### src/hw/psvr_map.vh
/*
 * Constants of the panel settings and video route block: register
 * offsets, field positions, reset values, codes and timing counts.
 * Assumes it is included once by bare name into the design file.
 */
`ifndef PSVR_MAP_VH
`define PSVR_MAP_VH

// ----------------------------------------------------------------
// Register offsets (word index on the plain register port).
// ----------------------------------------------------------------
`define PSVR_REG_CTRL    4'h0
`define PSVR_REG_STATUS  4'h1
`define PSVR_REG_TRIM    4'h2
`define PSVR_REG_FRAME   4'h3

// ----------------------------------------------------------------
// Control fields and reset values.
// ----------------------------------------------------------------
`define PSVR_CLK_LSB     0
`define PSVR_POS_LSB     4
`define PSVR_CLK_RST     3'h0
`define PSVR_POS_RST     2'h0

// Clock reference codes; no code exists for vertical-interval code.
`define PSVR_CLK_INT     3'h0
`define PSVR_CLK_VIDIN   3'h1
`define PSVR_CLK_VIDREF  3'h2
`define PSVR_CLK_LTC     3'h3
`define PSVR_CLK_WORD    3'h4
`define PSVR_CLK_AES     3'h5
`define PSVR_CLK_BIPH    3'h6
`define PSVR_CLK_LAST    3'h6

// Positional reference codes.
`define PSVR_POS_GEN     2'h0
`define PSVR_POS_LTC     2'h1
`define PSVR_POS_VITC    2'h2
`define PSVR_POS_BIPH    2'h3

// ----------------------------------------------------------------
// Display modes.
// ----------------------------------------------------------------
`define PSVR_DISP_TC     2'h0
`define PSVR_DISP_TLBL   2'h1
`define PSVR_DISP_TVAL   2'h2
`define PSVR_DISP_FLBL   2'h3

// ----------------------------------------------------------------
// Trim range and step (one step is 1/64 sample period).
// ----------------------------------------------------------------
`define PSVR_TRIM_MAX    11'h3E7
`define PSVR_TRIM_MIN    11'h419
`define PSVR_TRIM_STEP   11'h001

// ----------------------------------------------------------------
// Nonvolatile store words and default parameter values.
// ----------------------------------------------------------------
`define PSVR_NV_TRIM     3'h0
`define PSVR_NV_LAST     3'h7
`define PSVR_DEF_START_H 16'h0000
`define PSVR_DEF_START_L 16'h0000
`define PSVR_DEF_GAIN    16'hFFFF
`define PSVR_DEF_RATE    16'h0000
`define PSVR_DEF_FWHEEL  16'h0008
`define PSVR_DEF_PPF     16'h0064
`define PSVR_DEF_VLINES  16'h0E10

// ----------------------------------------------------------------
// Timing: cycles after reset release before straps are judged.
// ----------------------------------------------------------------
`define PSVR_STRAP_WAIT  3'h4

`endif

### src/hw/psvr_top.v
/*
 * Panel settings manager and video route selector of a studio
 * synchronizer: front-panel oscillator trim edit and commit, the
 * power-up factory restore, and routing of the timecode path.
 * Assumes debounced-free switch and video frame pulses arriving
 * from outside the clock domain, and an external nonvolatile store
 * that returns the committed trim and accepts word writes.
 */
// Implementation choices: the strobed register port and the placing of the registers.
`timescale 1ns/1ns
`include "psvr_map.vh"

module psvr_top (
    input  wire        i_clk_sys,
    input  wire        i_arst_n,
    input  wire        i_sw_set,
    input  wire        i_sw_up,
    input  wire        i_sw_down,
    input  wire        i_vid_in_frame,
    input  wire        i_vid_ref_frame,
    input  wire [10:0] i_nv_trim,
    input  wire [3:0]  i_addr,
    input  wire [31:0] i_wdata,
    input  wire        i_wr,
    input  wire        i_rd,
    output reg  [31:0] o_rdata,
    output reg  [1:0]  o_disp_mode,
    output reg  [10:0] o_disp_trim,
    output reg  [10:0] o_osc_trim,
    output reg  [2:0]  o_resolver_sel,
    output reg         o_tc_use_ref,
    output reg         o_frame_edge,
    output reg  [23:0] o_frame_addr,
    output reg         o_nv_wr,
    output reg  [2:0]  o_nv_addr,
    output reg  [15:0] o_nv_data
);

    // ------------------------------------------------------------
    // Panel state codes.
    // ------------------------------------------------------------
    localparam [2:0] ST_STRAP = 3'h0;
    localparam [2:0] ST_TC    = 3'h1;
    localparam [2:0] ST_LABEL = 3'h2;
    localparam [2:0] ST_VALUE = 3'h3;
    localparam [2:0] ST_FACT  = 3'h4;

    reg  [4:0]  sync1;
    reg  [4:0]  sync2;
    reg  [4:0]  sync3;
    reg  [4:0]  clean;
    reg  [4:0]  clean_d;
    wire [4:0]  raw_in;
    wire [4:0]  rise;
    reg  [2:0]  state;
    reg  [2:0]  wait_cnt;
    reg  [10:0] edit_trim;
    reg  [2:0]  clk_ref;
    reg  [1:0]  pos_ref;
    reg  [2:0]  fact_ptr;
    reg         fact_busy;
    reg         trim_loaded;
    reg         sel_frame_d;
    wire        sel_frame;
    wire        next_tc_ref;
    wire        async_warn;

    assign raw_in = {i_vid_ref_frame, i_vid_in_frame,
                     i_sw_down, i_sw_up, i_sw_set};
    assign rise   = clean & ~clean_d;

    // ------------------------------------------------------------
    // Input synchronisers.
    // ------------------------------------------------------------

    // Three stages per pin; a change is taken only once stages two
    // and three agree, which also rejects one-cycle glitches.
    genvar g;
    generate
        for (g = 0; g < 5; g = g + 1) begin : g_sync
            always @(posedge i_clk_sys or negedge i_arst_n) begin
                if (!i_arst_n) begin
                    sync1[g]   <= 1'b0;
                    sync2[g]   <= 1'b0;
                    sync3[g]   <= 1'b0;
                    clean[g]   <= 1'b0;
                    clean_d[g] <= 1'b0;
                end else begin
                    sync1[g]   <= raw_in[g];
                    sync2[g]   <= sync1[g];
                    sync3[g]   <= sync2[g];
                    clean_d[g] <= clean[g];
                    if (sync2[g] == sync3[g]) begin
                        clean[g] <= sync3[g];
                    end
                end
            end
        end
    endgenerate

    // ------------------------------------------------------------
    // Front-panel state machine and trim edit.
    // ------------------------------------------------------------

    // The strap wait lets held switches pass the synchronisers before
    // they are judged; the restore label then shows while still held.
    always @(posedge i_clk_sys or negedge i_arst_n) begin
        if (!i_arst_n) begin
            state       <= ST_STRAP;
            wait_cnt    <= 3'h0;
            edit_trim   <= 11'h000;
            o_osc_trim  <= 11'h000;
            trim_loaded <= 1'b0;
            fact_busy   <= 1'b0;
        end else begin
            fact_busy <= 1'b0;
            case (state)
                ST_STRAP: begin
                    if (!trim_loaded) begin
                        o_osc_trim  <= i_nv_trim;
                        trim_loaded <= 1'b1;
                    end
                    if (wait_cnt == `PSVR_STRAP_WAIT) begin
                        if (clean[1] && clean[2]) begin
                            state     <= ST_FACT;
                            fact_busy <= 1'b1;
                        end else begin
                            state <= ST_TC;
                        end
                    end else begin
                        wait_cnt <= wait_cnt + 3'h1;
                    end
                end
                ST_FACT: begin
                    fact_busy <= (fact_ptr != `PSVR_NV_LAST);
                    if (!clean[1] && !clean[2]) begin
                        if (fact_ptr == `PSVR_NV_LAST) begin
                            state <= ST_TC;
                        end
                    end
                end
                ST_TC: begin
                    if (rise[0]) begin
                        state <= ST_LABEL;
                    end
                end
                ST_LABEL: begin
                    if (rise[0]) begin
                        state     <= ST_VALUE;
                        edit_trim <= o_osc_trim;
                    end else if (rise[2]) begin
                        state <= ST_TC;
                    end
                end
                ST_VALUE: begin
                    if (rise[0]) begin
                        o_osc_trim <= edit_trim;
                        state      <= ST_TC;
                    end else if (rise[1]) begin
                        if (edit_trim != `PSVR_TRIM_MAX) begin
                            edit_trim <= edit_trim + `PSVR_TRIM_STEP;
                        end
                    end else if (rise[2]) begin
                        if (edit_trim != `PSVR_TRIM_MIN) begin
                            edit_trim <= edit_trim - `PSVR_TRIM_STEP;
                        end
                    end
                end
                default: begin
                    state <= ST_TC;
                end
            endcase
        end
    end

    // ------------------------------------------------------------
    // Display outputs.
    // ------------------------------------------------------------

    // The shown value is the edit copy; an edit ends only by a Set commit.
    always @(posedge i_clk_sys or negedge i_arst_n) begin
        if (!i_arst_n) begin
            o_disp_mode <= `PSVR_DISP_TC;
            o_disp_trim <= 11'h000;
        end else begin
            o_disp_trim <= edit_trim;
            case (state)
                ST_LABEL: o_disp_mode <= `PSVR_DISP_TLBL;
                ST_VALUE: o_disp_mode <= `PSVR_DISP_TVAL;
                ST_FACT:  o_disp_mode <= `PSVR_DISP_FLBL;
                default:  o_disp_mode <= `PSVR_DISP_TC;
            endcase
        end
    end

    // ------------------------------------------------------------
    // Nonvolatile store writes.
    // ------------------------------------------------------------

    // Default word for each user parameter slot of the store.
    function [15:0] psvr_default;
        input [2:0] slot;
        begin
            case (slot)
                3'h1:    psvr_default = `PSVR_DEF_START_H;
                3'h2:    psvr_default = `PSVR_DEF_START_L;
                3'h3:    psvr_default = `PSVR_DEF_GAIN;
                3'h4:    psvr_default = `PSVR_DEF_RATE;
                3'h5:    psvr_default = `PSVR_DEF_FWHEEL;
                3'h6:    psvr_default = `PSVR_DEF_PPF;
                3'h7:    psvr_default = `PSVR_DEF_VLINES;
                default: psvr_default = 16'h0000;
            endcase
        end
    endfunction

    // Restore walks slots one to seven and never visits slot zero,
    // which holds the trim; a commit writes slot zero alone.
    always @(posedge i_clk_sys or negedge i_arst_n) begin
        if (!i_arst_n) begin
            fact_ptr  <= 3'h0;
            o_nv_wr   <= 1'b0;
            o_nv_addr <= 3'h0;
            o_nv_data <= 16'h0000;
        end else begin
            o_nv_wr <= 1'b0;
            if (fact_busy && fact_ptr != `PSVR_NV_LAST) begin
                fact_ptr  <= fact_ptr + 3'h1;
                o_nv_wr   <= 1'b1;
                o_nv_addr <= fact_ptr + 3'h1;
                o_nv_data <= psvr_default(fact_ptr + 3'h1);
            end else if (state == ST_VALUE && rise[0]) begin
                o_nv_wr   <= 1'b1;
                o_nv_addr <= `PSVR_NV_TRIM;
                o_nv_data <= {{5{edit_trim[10]}}, edit_trim};
            end
        end
    end

    // ------------------------------------------------------------
    // Video route and frame alignment.
    // ------------------------------------------------------------

    // Reference input only for video clock with generated position.
    assign next_tc_ref = ((clk_ref == `PSVR_CLK_VIDIN) ||
                          (clk_ref == `PSVR_CLK_VIDREF)) &&
                         (pos_ref == `PSVR_POS_GEN);
    assign sel_frame   = o_tc_use_ref ? clean[4] : clean[3];
    // Internal crystal with generated position drifts against video.
    assign async_warn  = (clk_ref == `PSVR_CLK_INT) &&
                         (pos_ref == `PSVR_POS_GEN);

    // One address step per detected frame edge keeps the count free of
    // repeats and skips, provided the edges come from synchronous video.
    always @(posedge i_clk_sys or negedge i_arst_n) begin
        if (!i_arst_n) begin
            o_tc_use_ref   <= 1'b0;
            o_resolver_sel <= `PSVR_CLK_RST;
            sel_frame_d    <= 1'b0;
            o_frame_edge   <= 1'b0;
            o_frame_addr   <= 24'h000000;
        end else begin
            o_tc_use_ref   <= next_tc_ref;
            o_resolver_sel <= clk_ref;
            sel_frame_d    <= sel_frame;
            o_frame_edge   <= sel_frame & ~sel_frame_d;
            if (sel_frame & ~sel_frame_d) begin
                o_frame_addr <= o_frame_addr + 24'h000001;
            end
        end
    end

    // ------------------------------------------------------------
    // Register port.
    // ------------------------------------------------------------

    // Out-of-range clock codes are dropped so no vertical-interval
    // clock choice can ever be stored.
    always @(posedge i_clk_sys or negedge i_arst_n) begin
        if (!i_arst_n) begin
            clk_ref <= `PSVR_CLK_RST;
            pos_ref <= `PSVR_POS_RST;
        end else if (i_wr && i_addr == `PSVR_REG_CTRL) begin
            pos_ref <= i_wdata[`PSVR_POS_LSB+1:`PSVR_POS_LSB];
            if (i_wdata[`PSVR_CLK_LSB+2:`PSVR_CLK_LSB] <=
                `PSVR_CLK_LAST) begin
                clk_ref <= i_wdata[`PSVR_CLK_LSB+2:`PSVR_CLK_LSB];
            end
        end
    end

    // Read data stand in the cycle after the strobe only.
    always @(posedge i_clk_sys or negedge i_arst_n) begin
        if (!i_arst_n) begin
            o_rdata <= 32'h00000000;
        end else if (i_rd) begin
            case (i_addr)
                `PSVR_REG_CTRL:
                    o_rdata <= {26'h0000000, pos_ref, 1'b0, clk_ref};
                `PSVR_REG_STATUS:
                    o_rdata <= {24'h000000, async_warn, o_tc_use_ref,
                                o_disp_mode, 1'b0, state};
                `PSVR_REG_TRIM:
                    o_rdata <= {{21{o_osc_trim[10]}}, o_osc_trim};
                `PSVR_REG_FRAME:
                    o_rdata <= {8'h00, o_frame_addr};
                default:
                    o_rdata <= 32'h00000000;
            endcase
        end else begin
            o_rdata <= 32'h00000000;
        end
    end

endmodule

### config.mk
export PLATFORM = sky130hd
export DESIGN_NAME = psvr_top
export DESIGN_NICKNAME = d
export VERILOG_FILES = /design/src/hw/psvr_top.v
export VERILOG_INCLUDE_DIRS = /design/src /design/src/hw
export SDC_FILE = /design/constraint.sdc
export NUM_CORES = 1
export LEC_CHECK = 0
export ABC_AREA = 1
export BUFFER_PORTS_ARGS = -buffer_cell sky130_fd_sc_hd__buf_2
export CORE_ASPECT_RATIO = 0.8
export CORE_MARGIN = 4
export CORE_UTILIZATION = 58
export DETAILED_ROUTE_END_ITERATION = 12
export PLACE_DENSITY = 0.86
export SETUP_SLACK_MARGIN = 0.3
export SYNTH_ARGS = -nofsm -noshare
export SYNTH_HDL_FRONTEND = slang
export SYNTH_SLANG_ARGS = --single-unit
### constraint.sdc
create_clock -name i_clk_sys -period 4.6 [get_ports i_clk_sys]
set_input_delay 0.69 -clock i_clk_sys [delete_from_list [all_inputs] [get_ports i_clk_sys]]
set_output_delay 0.69 -clock i_clk_sys [all_outputs]
set_load 0.02 [all_outputs]
==> run metrics, run 1 <==
status=complete, no violations; DRC=0; CP Buf/Inv Count=2; vias in the first global route=5509; mux cell area share after synthesis=0%; top cells by area, synth=dfrtp_1, nand2_1, inv_1, nor2_1, ha_1; Finished Layout Cells=1096; area leader, netlist=dfrtp_1; Tcrit/Tclk final=50.07%; Setup Buffers After CTS=0; setup TNS=0 ns; Ports=161; Ys Warns=0; Leak=4.278 nW; layout filler cell count=897; clock-pin slew on the worst setup and hold paths=0.06 ns; Routed Antenna Nets=0; cell area power density=617.1 mW/mm^2; Post-synth ARST share=100.0%; area grow syn2layout=18.61%; worst-path cell chain=nand2_1, inv_1, fa_1, inv_1, nand3_1, nand3_1, nand2_1, nand2_1, nand2_1, nand3_1, nand2_1, nand2_1, nand2_1; Synth top cells by count=nand2_1, dfrtp_1, inv_1, nor2_1, o21ai_0; Root Buffer=clkbuf_16; slowest stage cell, crit path=dfrtp_1; Die Span X=129.6 um; first-pass GRT wire length=27930 um; most used cell, CP=nand2_1; CTS-repair resized insts=0; sequential fraction of design power=37.2%; slew of the pin with the lowest slew margin=0.9016 ns; Sw Share=41.63%; Worst Clk Skew=0.01062 ns; RSZ-0062 raised after global routing=false; crit path time final=2.303 ns; maximum capacitance violations=0; flops & latches, synth=145; Die H=105.3 um; share of the synthesized area in the top cell type=52.90%; Post-DP Area=0.007577 mm^2; HPWL Detailed=12550 um; DR vias=5917; Core Area=0.01156 mm^2; placed cell count=1064; Port-buffer cells=133; CTS Buf Count=17; logic gate share of total power=37.1%; TritonCTS clock tree=done; Syn Nets=879; Setup violations, final=0; hold endpoint=sync2[3]; adder-cell share of the synthesized area=4.123%; met1 Use GR=38.41%; hold wc startpoint=sync1[3]; Vias/cell=5.399; # diodes=0; initial antenna violation count=0; Slew Limit Headroom=39.89%; final layout net count=1009; startpoint types=flop; Synth Area in XOR/XNOR=2.426%; Sw Pwr=2.090 mW; hold buffers post-CTS=0; clock power share=25.7%; pin count of the biggest net entering global routing=104; Crit Path Max Fanout=12; worst path required time=4.91 ns; fraction of layout cells with a size suffix above 1=19.73%; worst setup path class=flop to flop; drt pass-1 iters=5; design area=0.008135 mm^2; most frequent cell after synthesis=nand2_1; Max VDD drop=0.3481 mV; max-slew violation count=0; H-Tree Depth=4; total global-route track usage=26.21%; cells after synthesis=805; worst r2r dst=edit_trim[8]; flop2flop setup slack=2.30 ns; Worst path max stage delay=0.45 ns; met2 Use GR=38.30%; WL/cell=15.95 um; Worst R2R Path Depth=13; Int Power=2.931 mW; hold crit path type=flop to flop; met3 Track Usage GR=6.535%; Compound-Gate Fraction of Synth Area=9.285%; die area=0.01364 mm^2; Hold Path Depth=0; Top FF cell, synth=dfrtp_1; GR peak layer=met1; CTS sink count=145; Max Freq=434.1 MHz; sequential fraction of the synthesis area=52.90%; wirelength, routed=17480 um; CTS max path bufs=2; Post-Synth Simple-Gate Area=22.87%; FF-to-FF Start=clean[1]; mean post-synth cell area=8.521 um^2; Mapped Area=0.006859 mm^2; CP top delay family=simple AND/OR/NAND/NOR gates; Worst EP arrival=2.61 ns; gr ovfl total=0; starting density of the core=59.33%; EDFF count, synth=0; Cell variety after synth=45; largest family of logic cells by synthesized area=simple AND/OR/NAND/NOR gates; clock latency at the later pin of the worst-skew pair=0.42 ns; Final Hold Fails=0; Setup crit end kind=flop; GPL Wtd Cong=0.9373; DRT iter0 DRCs=673; row cnt=35
[state kept, by name, summed over array words and instances, names as in the netlist, 5 cells and up]
| register | flops |
|---|---|
| o_rdata | 25 |
| sync2 | 5 |
| o_disp_trim | 11 |
| o_nv_data | 12 |
| edit_trim | 11 |
| clean | 5 |
| sync1 | 5 |
| o_frame_addr | 24 |
| o_osc_trim | 11 |
| sync3 | 5 |
[cell usage in the layout, fill, tap and decap left out, types with 5 or more instances in the layout]
cell type,count
nand2_1,229
dfrtp_1,145
buf_2,132
inv_1,101
nor2_1,68
o21ai_0,35
nand3_1,34
a21oi_1,19
o21ai_1,18
ha_1,17
clkbuf_16,17
xor2_1,15
o22ai_1,13
nor3_1,11
nand4_1,11
a31oi_1,11
o211ai_1,8
inv_2,7
maj3_1,5
[cells by family after synthesis]
family | after synthesis
compound gates | 111
xor+xnor | 19
fa+ha+maj | 23
buf+inv | 135
flops | 145
simple gates | 372
[cell type report]
cell class              instances  area, um^2  share of cell area, %
flip-flops and latches        145        3628                  44.60
multi-input cells             525        2655                  32.64
repair buffers                136       694.4                  8.536
clock buffers                  21       450.4                  5.537
inverters                     110       414.1                  5.091
well taps                     148       185.2                  2.276
clock inverters                11       107.6                  1.323
[routing by layer]
metal | vias to the layer above | part of all wire (%)
met3 | 35 | 9.1
met2 | 258 | 45
met5 | - | 0
li1 | 2831 | -
met1 | 2793 | 44
met4 | 0 | 2.0
[power by group through the flow]
stage	Clock [mW]	Combinational (mW)	Sequential (mW)
6_report	1.29	1.86	1.87
4_1_cts	1.31	1.86	1.86
2_1_floorplan	0	1.10	2.05
3_3_place_gp	0	1.79	1.87
3_5_place_dp	0	1.84	1.88
5_1_grt	1.37	2.08	1.90
[per-stage QoR]
step                      power [mW]  hold slack, ns  utilization [%]  setup WS [ns]
after global routing           5.344          0.3569            70.37          2.052
after CTS                      5.019          0.3494            70.37          2.320
after floorplan                3.153          0.3312                -          2.745
final                          5.020          0.3457            70.37          2.297
after global placement         3.653          0.3327            65.54          2.425
after detailed placement       3.715          0.3356            65.54          2.334
[worst max path at each step]
| stage | startpoint | end | slack [ns] | cells after the start |
|---|---|---|---|---|
| floorplan | clean[1] | edit_trim[8] | 2.75 | 13 |
| global placement | clean[1] | edit_trim[8] | 2.43 | 13 |
| detailed placement | fact_ptr[0] | o_nv_data[6] | 2.33 | 7 |
| CTS | fact_ptr[0] | o_nv_data[6] | 2.32 | 7 |
| global route | clean[1] | edit_trim[8] | 2.05 | 13 |
| finish | clean[1] | edit_trim[8] | 2.30 | 13 |
[worst reg2reg max path, delay by kind of cell (launching register included)]
family,cells,cell delay [ns]
adders and majority gates,1,0.39
buffers and inverters,2,0.23
DFF,1,0.45
and+or+nand+nor,10,1.12
Note: power is estimated with default switching activity, not from simulation.
==> run 2, diff against run 1 <==
--- a/config.mk
+++ b/config.mk
@@ -10,9 +10,9 @@
 export BUFFER_PORTS_ARGS = -buffer_cell sky130_fd_sc_hd__buf_2
 export CORE_ASPECT_RATIO = 0.8
 export CORE_MARGIN = 4
-export CORE_UTILIZATION = 58
+export CORE_UTILIZATION = 54
 export DETAILED_ROUTE_END_ITERATION = 12
-export PLACE_DENSITY = 0.86
+export PLACE_DENSITY = 0.81
 export SETUP_SLACK_MARGIN = 0.3
 export SYNTH_ARGS = -nofsm -noshare
 export SYNTH_HDL_FRONTEND = slang
==> constraint.sdc (replaced) <==
create_clock -name i_clk_sys -period 2.2 [get_ports i_clk_sys]
set_input_delay 0.33 -clock i_clk_sys [delete_from_list [all_inputs] [get_ports i_clk_sys]]
set_output_delay 0.33 -clock i_clk_sys [all_outputs]
set_load 0.02 [all_outputs]
==> run 2 against run 1 <==
Register-to-register slack got worse by 1.9 ns. Critical endpoint is now edit_trim[10]. Final cell count grew 3.1%. Global-route usage decreased by 1.3 points. Critical path depth shrank 2. Clock-buffer cell count up 1. Largest cell class unchanged. Sequential power grew 110%. Die area rose by 6.9%.
==> run metrics, run 2 (synthesized netlist as in run 1, its figures left out) <==
status=complete, no violations; RSZ-0062 raised after global routing=true; row cnt=36 (+2.9%); Worst Clk Skew=0.007839 ns (-0.002779 ns); hold wc startpoint=i_vid_in_frame; drt pass-1 iters=5 (unchanged); H-Tree Depth=4 (unchanged); placed cell count=1097 (+3.1%); DRC=0 (unchanged); Die H=108.8 um (+3.4%); total global-route track usage=24.95% (-1.3 points); Max Freq=553.7 MHz (+28%); worst setup path class=flop to flop; commonest cells after routing, fill and taps aside=nand2_1, dfrtp_1, buf_2; Port-buffer cells=133 (unchanged); clock latency at the later pin of the worst-skew pair=0.42 ns (about the same); Routed Antenna Nets=0 (unchanged); Die Span X=134.0 um (+3.4%); slew of the pin with the lowest slew margin=0.5658 ns (-0.3358 ns); Sw Pwr=4.520 mW (+120%); sequential fraction of design power=34.7% (-2.5 points); clock power share=27.3% (+1.6 points); crit path time final=1.806 ns (-0.4974 ns); Final Hold Fails=0 (unchanged); fraction of layout cells with a size suffix above 1=22.94% (+3.2 points); max-slew violation count=0 (unchanged); Setup crit end kind=flop; DR vias=5972 (+0.93%); initial antenna violation count=0 (unchanged); Sw Share=40.17% (-1.5 points); commonest non-fill, non-tap cell in the layout=nand2_1; startpoint types=flop; DRT iter0 DRCs=574 (-15%); die area=0.01458 mm^2 (+6.9%); starting density of the core=55.78% (-3.5 points); Root Buffer=clkbuf_16; Leak=4.390 nW (+2.6%); Worst EP arrival=2.11 ns (-0.50 ns); clock-pin slew on the worst setup and hold paths=0.06 ns (about the same); GPL Wtd Cong=0.9682 (+3.3%); CTS sink count=145 (unchanged); Core Area=0.01230 mm^2 (+6.4%); Int Power=6.733 mW (+130%); Top reg by flops=o_rdata; Slew Limit Headroom=62.28% (+22 points); WL/cell=15.80 um (-0.92%); wirelength, routed=17850 um (+2.2%); Setup violations, final=0 (unchanged); Vias/cell=5.285 (-2.1%); hold endpoint=sync1[3]; layout filler cell count=970 (+8.1%); Tcrit/Tclk final=82.09% (+32 points); flop2flop setup slack=0.39 ns (-1.90 ns); first-pass GRT wire length=28280 um (+1.2%); Max VDD drop=0.8887 mV (+160%); Ports=161 (unchanged); max reg flops=25 (unchanged); maximum capacitance violations=0 (unchanged); vias in the first global route=5481 (-0.51%); gr ovfl total=0 (unchanged); cell area power density=1322 mW/mm^2 (+110%); hold crit path type=input port to flop; logic gate share of total power=37.9% (+0.8 points); area grow syn2layout=24.10%; HPWL Detailed=12620 um (+0.53%); Largest regs=o_rdata (25), o_frame_addr (24), o_nv_data (12); worst r2r dst=edit_trim[10]; final layout net count=1021 (+1.2%); CTS Buf Count=17 (unchanged); TritonCTS clock tree=done; CTS max path bufs=2 (unchanged); worst path required time=2.51 ns (-2.40 ns); Worst R2R Path Depth=11 (-2); setup TNS=0 ns (unchanged); Crit Path Max Fanout=5 (-7); pin count of the biggest net entering global routing=53 (-49%); # diodes=0 (unchanged); Finished Layout Cells=1130 (+3.1%); FF-to-FF Start=clean_d[1]; Hold Path Depth=1 (+1)
[run 2: cell count changes in the layout (fill, tap and decap cells not counted), sizes merged]
cell	delta
buf	+10
clkinv	-2
dlygate4sd3	+1
clkbuf	+1
bufinv	+3
inv	-2
o21ai	+1
clkinvlp	-1
[run 2: through the flow]
stage | total power [mW] | cell area, um^2 | hold slack (ns) | setup slack [ns] | util [%]
floorplan | 6.593 | 6859 | 0.03441 | 0.3453 | -
global placement | 7.752 | 7706 | 0.2874 | 0.2749 | 62.67
detailed placement | 7.860 | 7706 | 0.2947 | 0.2292 | 62.67
CTS | 10.97 | 8359 | 0.006441 | 0.2832 | 67.98
global route | 11.96 | 8512 | 0.002370 | 0.2543 | 69.22
finish | 11.25 | 8512 | 0.01774 | 0.3940 | 69.22
[run 2: what timing repair did]
action                                  CTS  global route
endpoints found under the setup margin   10            22
pin swaps                                 0             2
gates cloned                              0             1
gates resized for setup                   3            27
endpoints found under the hold margin    45             0
hold buffers                              1             0
buffers inserted                          0             0
[run 2: how the worst max path moves through the flow]
| stage | start | slack, ns | end | depth (start not counted) |
|---|---|---|---|---|
| after CTS | clean_d[1] | 0.28 | edit_trim[10] | 11 |
| final | clean_d[1] | 0.39 | edit_trim[10] | 11 |
| after detailed placement | clean_d[1] | 0.23 | edit_trim[10] | 11 |
| after floorplan | clean[1] | 0.35 | edit_trim[8] | 13 |
| after global routing | clean_d[1] | 0.25 | edit_trim[8] | 13 |
| after global placement | clean[1] | 0.27 | edit_trim[8] | 13 |
[run 2: layout make-up]
type / instances / area (um^2) / area share, %
Sequential cell: 145 / 3630 / 42.64
Clock buffer: 22 / 474.2 / 5.571
Multi-Input combinational cell: 526 / 2818 / 33.10
Inverter: 110 / 416.7 / 4.895
Timing Repair Buffer: 147 / 804.5 / 9.452
Tap cell: 171 / 214.0 / 2.514
Clock inverter: 9 / 155.1 / 1.823
[run 2: power groups by stage]
stage	logic [mW]	registers, mW	clock network (mW)
after global routing	4.73	4.00	3.23
final	4.27	3.91	3.08
after CTS	4.01	3.86	3.10
after detailed placement	3.96	3.90	0
after floorplan	2.31	4.28	0
after global placement	3.87	3.89	0
[run 2: critical path: stages (launching register included)]
cell	delay [ns]
dfrtp_1	0.37
inv_2	0.07
nand2_4	0.08
buf_4	0.19
ha_4	0.30
nand2_1	0.09
nor2_2	0.14
nand3_1	0.13
nand4_1	0.11
nand3_1	0.09
nand3_1	0.08
nand2_1	0.05
[run 2: routing by layer]
metal	part of all wire, %	GRT usage (%)	vias to the layer above	routed length (um)
li1	-	-	2856	-
met1	45	37.29	2797	8062
met2	44	36.37	284	7783
met3	8.9	5.258	35	1594
met4	2.3	8.664	0	411
met5	0	0	-	0
==> run 3, diff against run 2 <==
--- a/config.mk
+++ b/config.mk
@@ -6,13 +6,13 @@
 export SDC_FILE = /design/constraint.sdc
 export NUM_CORES = 1
 export LEC_CHECK = 0
-export ABC_AREA = 1
+export ABC_AREA = 0
 export BUFFER_PORTS_ARGS = -buffer_cell sky130_fd_sc_hd__buf_2
 export CORE_ASPECT_RATIO = 0.8
 export CORE_MARGIN = 4
-export CORE_UTILIZATION = 54
+export CORE_UTILIZATION = 48
 export DETAILED_ROUTE_END_ITERATION = 12
-export PLACE_DENSITY = 0.81
+export PLACE_DENSITY = 0.77
 export SETUP_SLACK_MARGIN = 0.3
 export SYNTH_ARGS = -nofsm -noshare
 export SYNTH_HDL_FRONTEND = slang
==> constraint.sdc (replaced) <==
create_clock -name i_clk_sys -period 1.61 [get_ports i_clk_sys]
set_input_delay 0.2415 -clock i_clk_sys [delete_from_list [all_inputs] [get_ports i_clk_sys]]
set_output_delay 0.2415 -clock i_clk_sys [all_outputs]
set_load 0.02 [all_outputs]
==> run 3 against run 2 <==
The run now ends with setup timing left. Global-route usage increased by 6.0 points. Clock-buffer cell count decreased by 5. Via count increased by 17%. Critical path type unchanged. Worst setup slack got worse by 1.3 ns. Worst hold slack improved by 0.022 ns. Largest power group unchanged. Synthesized area decreased by 8.4%.
==> run metrics, run 3 <==
Die Span X=135.9 um (+1.4%); worst r2r dst=edit_trim[10]; hold crit path type=input port to flop; Die H=110.4 um (+1.4%); starting density of the core=49.02% (-6.8 points); Worst Clk Skew=0.01158 ns (+0.003743 ns); GPL Wtd Cong=0.8613 (-11%); status=finished, violations left; hold endpoint=pos_ref[1]; cell area power density=1950 mW/mm^2 (+48%); Post-DP Area=0.007959 mm^2 (+3.3%); flop2flop setup slack=-0.86 ns (-1.26 ns); DR vias=6978 (+17%); crit path time final=2.474 ns (+0.6677 ns); Ys Warns=0 (unchanged); fraction of layout cells with a size suffix above 1=61.05% (+38 points); failing checks=setup timing; top cells by area, synth=dfrtp_1, nand2_1, xnor2_1, ha_1, a21oi_1; clock power share=20.8% (-6.5 points); clock-pin slew on the worst setup and hold paths=0.07 ns (about the same); RSZ-0062 raised after global routing=true; first-pass GRT wire length=34850 um (+23%); area leader, netlist=dfrtp_1; Hold Path Depth=2 (+1); commonest cells after routing, fill and taps aside=buf_2, dfrtp_1, buf_4; cells after synthesis=572 (-29%); worst path required time=1.93 ns (-0.58 ns); Sw Pwr=8.753 mW (+94%); Crit Path Max Fanout=5 (unchanged); met2 Use GR=50.96% (+15 points); GR peak layer=met2; hold wc startpoint=i_wdata[5]; met3 Track Usage GR=9.301% (+4.0 points); Mapped Area=0.006286 mm^2 (-8.4%); Leak=5.224 nW (+19%); Final Hold Fails=0 (unchanged); die area=0.01500 mm^2 (+2.9%); Root Buffer=clkbuf_16; hold slack final=0.03984 ns (+0.02210 ns); Top FF cell, synth=dfrtp_1; sequential fraction of design power=26.1% (-8.6 points); CTS max path bufs=2 (unchanged); Worst path max stage delay=0.43 ns (+0.06 ns); worst-path cell chain=buf_12, nand2b_4, buf_4, ha_1, nor2_1, nand4_1, and3_1, or2_4, a211o_1; slew of the pin with the lowest slew margin=0.6365 ns (+0.07068 ns); DRT iter0 DRCs=995 (+73%); slowest stage cell, crit path=dfrtp_2; Largest regs=o_rdata (25), o_frame_addr (24), o_nv_data (12); initial antenna violation count=1 (+1); Finished Core Util=83.74% (+15 points); drt pass-1 iters=8 (+3); flops & latches, synth=145 (unchanged); post-route setup slack=-0.8637 ns (-1.258 ns); Synth top cells by count=dfrtp_1, nand2_1, nor2_1, a21oi_1, xnor2_1; DRC=0 (unchanged); Sw Share=41.80% (+1.6 points); sequential fraction of the synthesis area=57.72% (+4.8 points); Cell variety after synth=54 (+20%); CTS sink count=145 (unchanged); Setup crit end kind=flop; max reg flops=25 (unchanged); EDFF count, synth=0 (unchanged); maximum capacitance violations=0 (unchanged); pin count of the biggest net entering global routing=58 (+9.4%); met1 Use GR=36.20% (-1.1 points); gr ovfl total=0 (unchanged); clock latency at the later pin of the worst-skew pair=0.45 ns (+0.03 ns); area grow syn2layout=70.84%; Top reg by flops=o_rdata; vias in the first global route=6337 (+16%); startpoint types=flop; H-Tree Depth=4 (unchanged); final layout net count=957 (-6.3%); Syn Nets=646 (-27%); Ports=161 (unchanged); row cnt=37 (+2.8%); TritonCTS clock tree=done; design area=0.01074 mm^2 (+26%); Slew Limit Headroom=57.57% (-4.7 points); WL/cell=27.47 um (+74%); max-slew violation count=0 (unchanged); Max VDD drop=1.082 mV (+22%); commonest non-fill, non-tap cell in the layout=buf_2; Core Area=0.01282 mm^2 (+4.3%); worst setup path class=flop to flop; Tcrit/Tclk final=153.6% (+72 points); FF-to-FF Start=clean[1]; Vias/cell=6.515 (+23%); # diodes=0 (unchanged); HPWL Detailed=12160 um (-3.6%); Setup violations, final=58 (+58); CTS Buf Count=17 (unchanged); logic gate share of total power=53.1% (+15 points); mean post-synth cell area=10.99 um^2 (+29%); Post-synth ARST share=100.0% (unchanged); Max Freq=404.3 MHz (-27%); wirelength, routed=29420 um (+65%); Int Power=12.19 mW (+81%); Worst R2R Path Depth=9 (-2); Port-buffer cells=133 (unchanged); share of the synthesized area in the top cell type=57.72% (+4.8 points); Worst EP arrival=2.80 ns (+0.69 ns); total global-route track usage=30.94% (+6.0 points); Routed Antenna Nets=0 (unchanged); most frequent cell after synthesis=dfrtp_1
==> run 3: cell count changes in the layout (fill, tap and decap cells not counted), moves of 31 or more <==
cell / previous run / this run
inv_1: 97 / 6
o21ai_0: 35 / 1
dfrtp_2: 1 / 32
dfrtp_1: 144 / 113
buf_6: 1 / 74
nor2_1: 66 / 30
nand3_1: 33 / 1
nand2_1: 228 / 48
buf_4: 11 / 101
==> run 3: cell type report <==
type / count / area, um^2
Fill cell: 538 / 2085
Inverter: 12 / 50.05
Sequential cell: 145 / 3669
Tap cell: 175 / 219.0
Clock buffer: 17 / 425.4
Timing Repair Buffer: 324 / 2705
Multi-Input combinational cell: 383 / 3466
Clock inverter: 15 / 205.2
==> run 3: critical path, delay by kind of cell (launching register included) <==
family                   cells  cell delay, ns
AND/OR/NAND/NOR              5            1.09
buffers and inverters        2            0.29
AO/OA/AOI/OAI                1            0.33
flip-flops                   1            0.43
adder cells (fa/ha/maj)      1            0.21
==> run 3: per-stage QoR <==
step           setup WS, ns  setup TNS, ns  std cells  power [mW]
2_1_floorplan       -0.5232         -3.769        572       9.303
3_3_place_gp        -0.5589         -4.528        934       11.60
3_5_place_dp        -0.6174         -5.828        934       11.92
4_1_cts             -0.5557         -5.205       1016       17.77
5_1_grt             -0.9025         -15.83       1071       21.34
6_report            -0.8637         -13.52       1071       20.94
==> run 3: power by group through the flow <==
stage / Sequential (mW) / Clock, mW / Combinational (mW)
6_report: 5.47 / 4.35 / 11.1
5_1_grt: 5.50 / 4.51 / 11.3
4_1_cts: 5.31 / 4.24 / 8.21
3_5_place_dp: 5.30 / 0 / 6.63
3_3_place_gp: 5.23 / 0 / 6.37
2_1_floorplan: 6.01 / 0 / 3.29
==> run 3: what timing repair did <==
action,CTS,global route
endpoints found under the hold margin,39,0
endpoints found under the setup margin,85,113
hold buffers,6,0
pin swaps,43,58
setup buffers,40,53
resized for setup,153,127
cloned,4,2
==> run 3: cells by family after synthesis <==
group | Yosys count | synth area share (%)
AND/OR/NAND/NOR | 187 | 14.23
flip-flops | 145 | 57.72
AO/OA/AOI/OAI | 121 | 12.36
buffers and inverters | 45 | 3.563
XOR/XNOR | 35 | 4.877
adder cells (fa/ha/maj) | 23 | 4.498
multiplexers | 16 | 2.747
==> run 3: worst max-delay path by stage <==
stage / from / end / cells after the start
2_1_floorplan: clean[1] / edit_trim[10] / 8
3_3_place_gp: clean_d[1] / edit_trim[10] / 8
3_5_place_dp: clean[1] / edit_trim[10] / 8
4_1_cts: clean[1] / edit_trim[10] / 9
5_1_grt: clean[1] / edit_trim[10] / 9
6_report: clean[1] / edit_trim[10] / 9
==> run 3: routing by layer <==
| layer | wire, um | part of all wire (%) | up-vias |
|---|---|---|---|
| li1 | - | - | 2624 |
| met1 | 10180 | 35 | 3344 |
| met2 | 13270 | 45 | 730 |
| met3 | 3444 | 12 | 278 |
| met4 | 2514 | 8.5 | 2 |
| met5 | 13 | 0.044 | - |
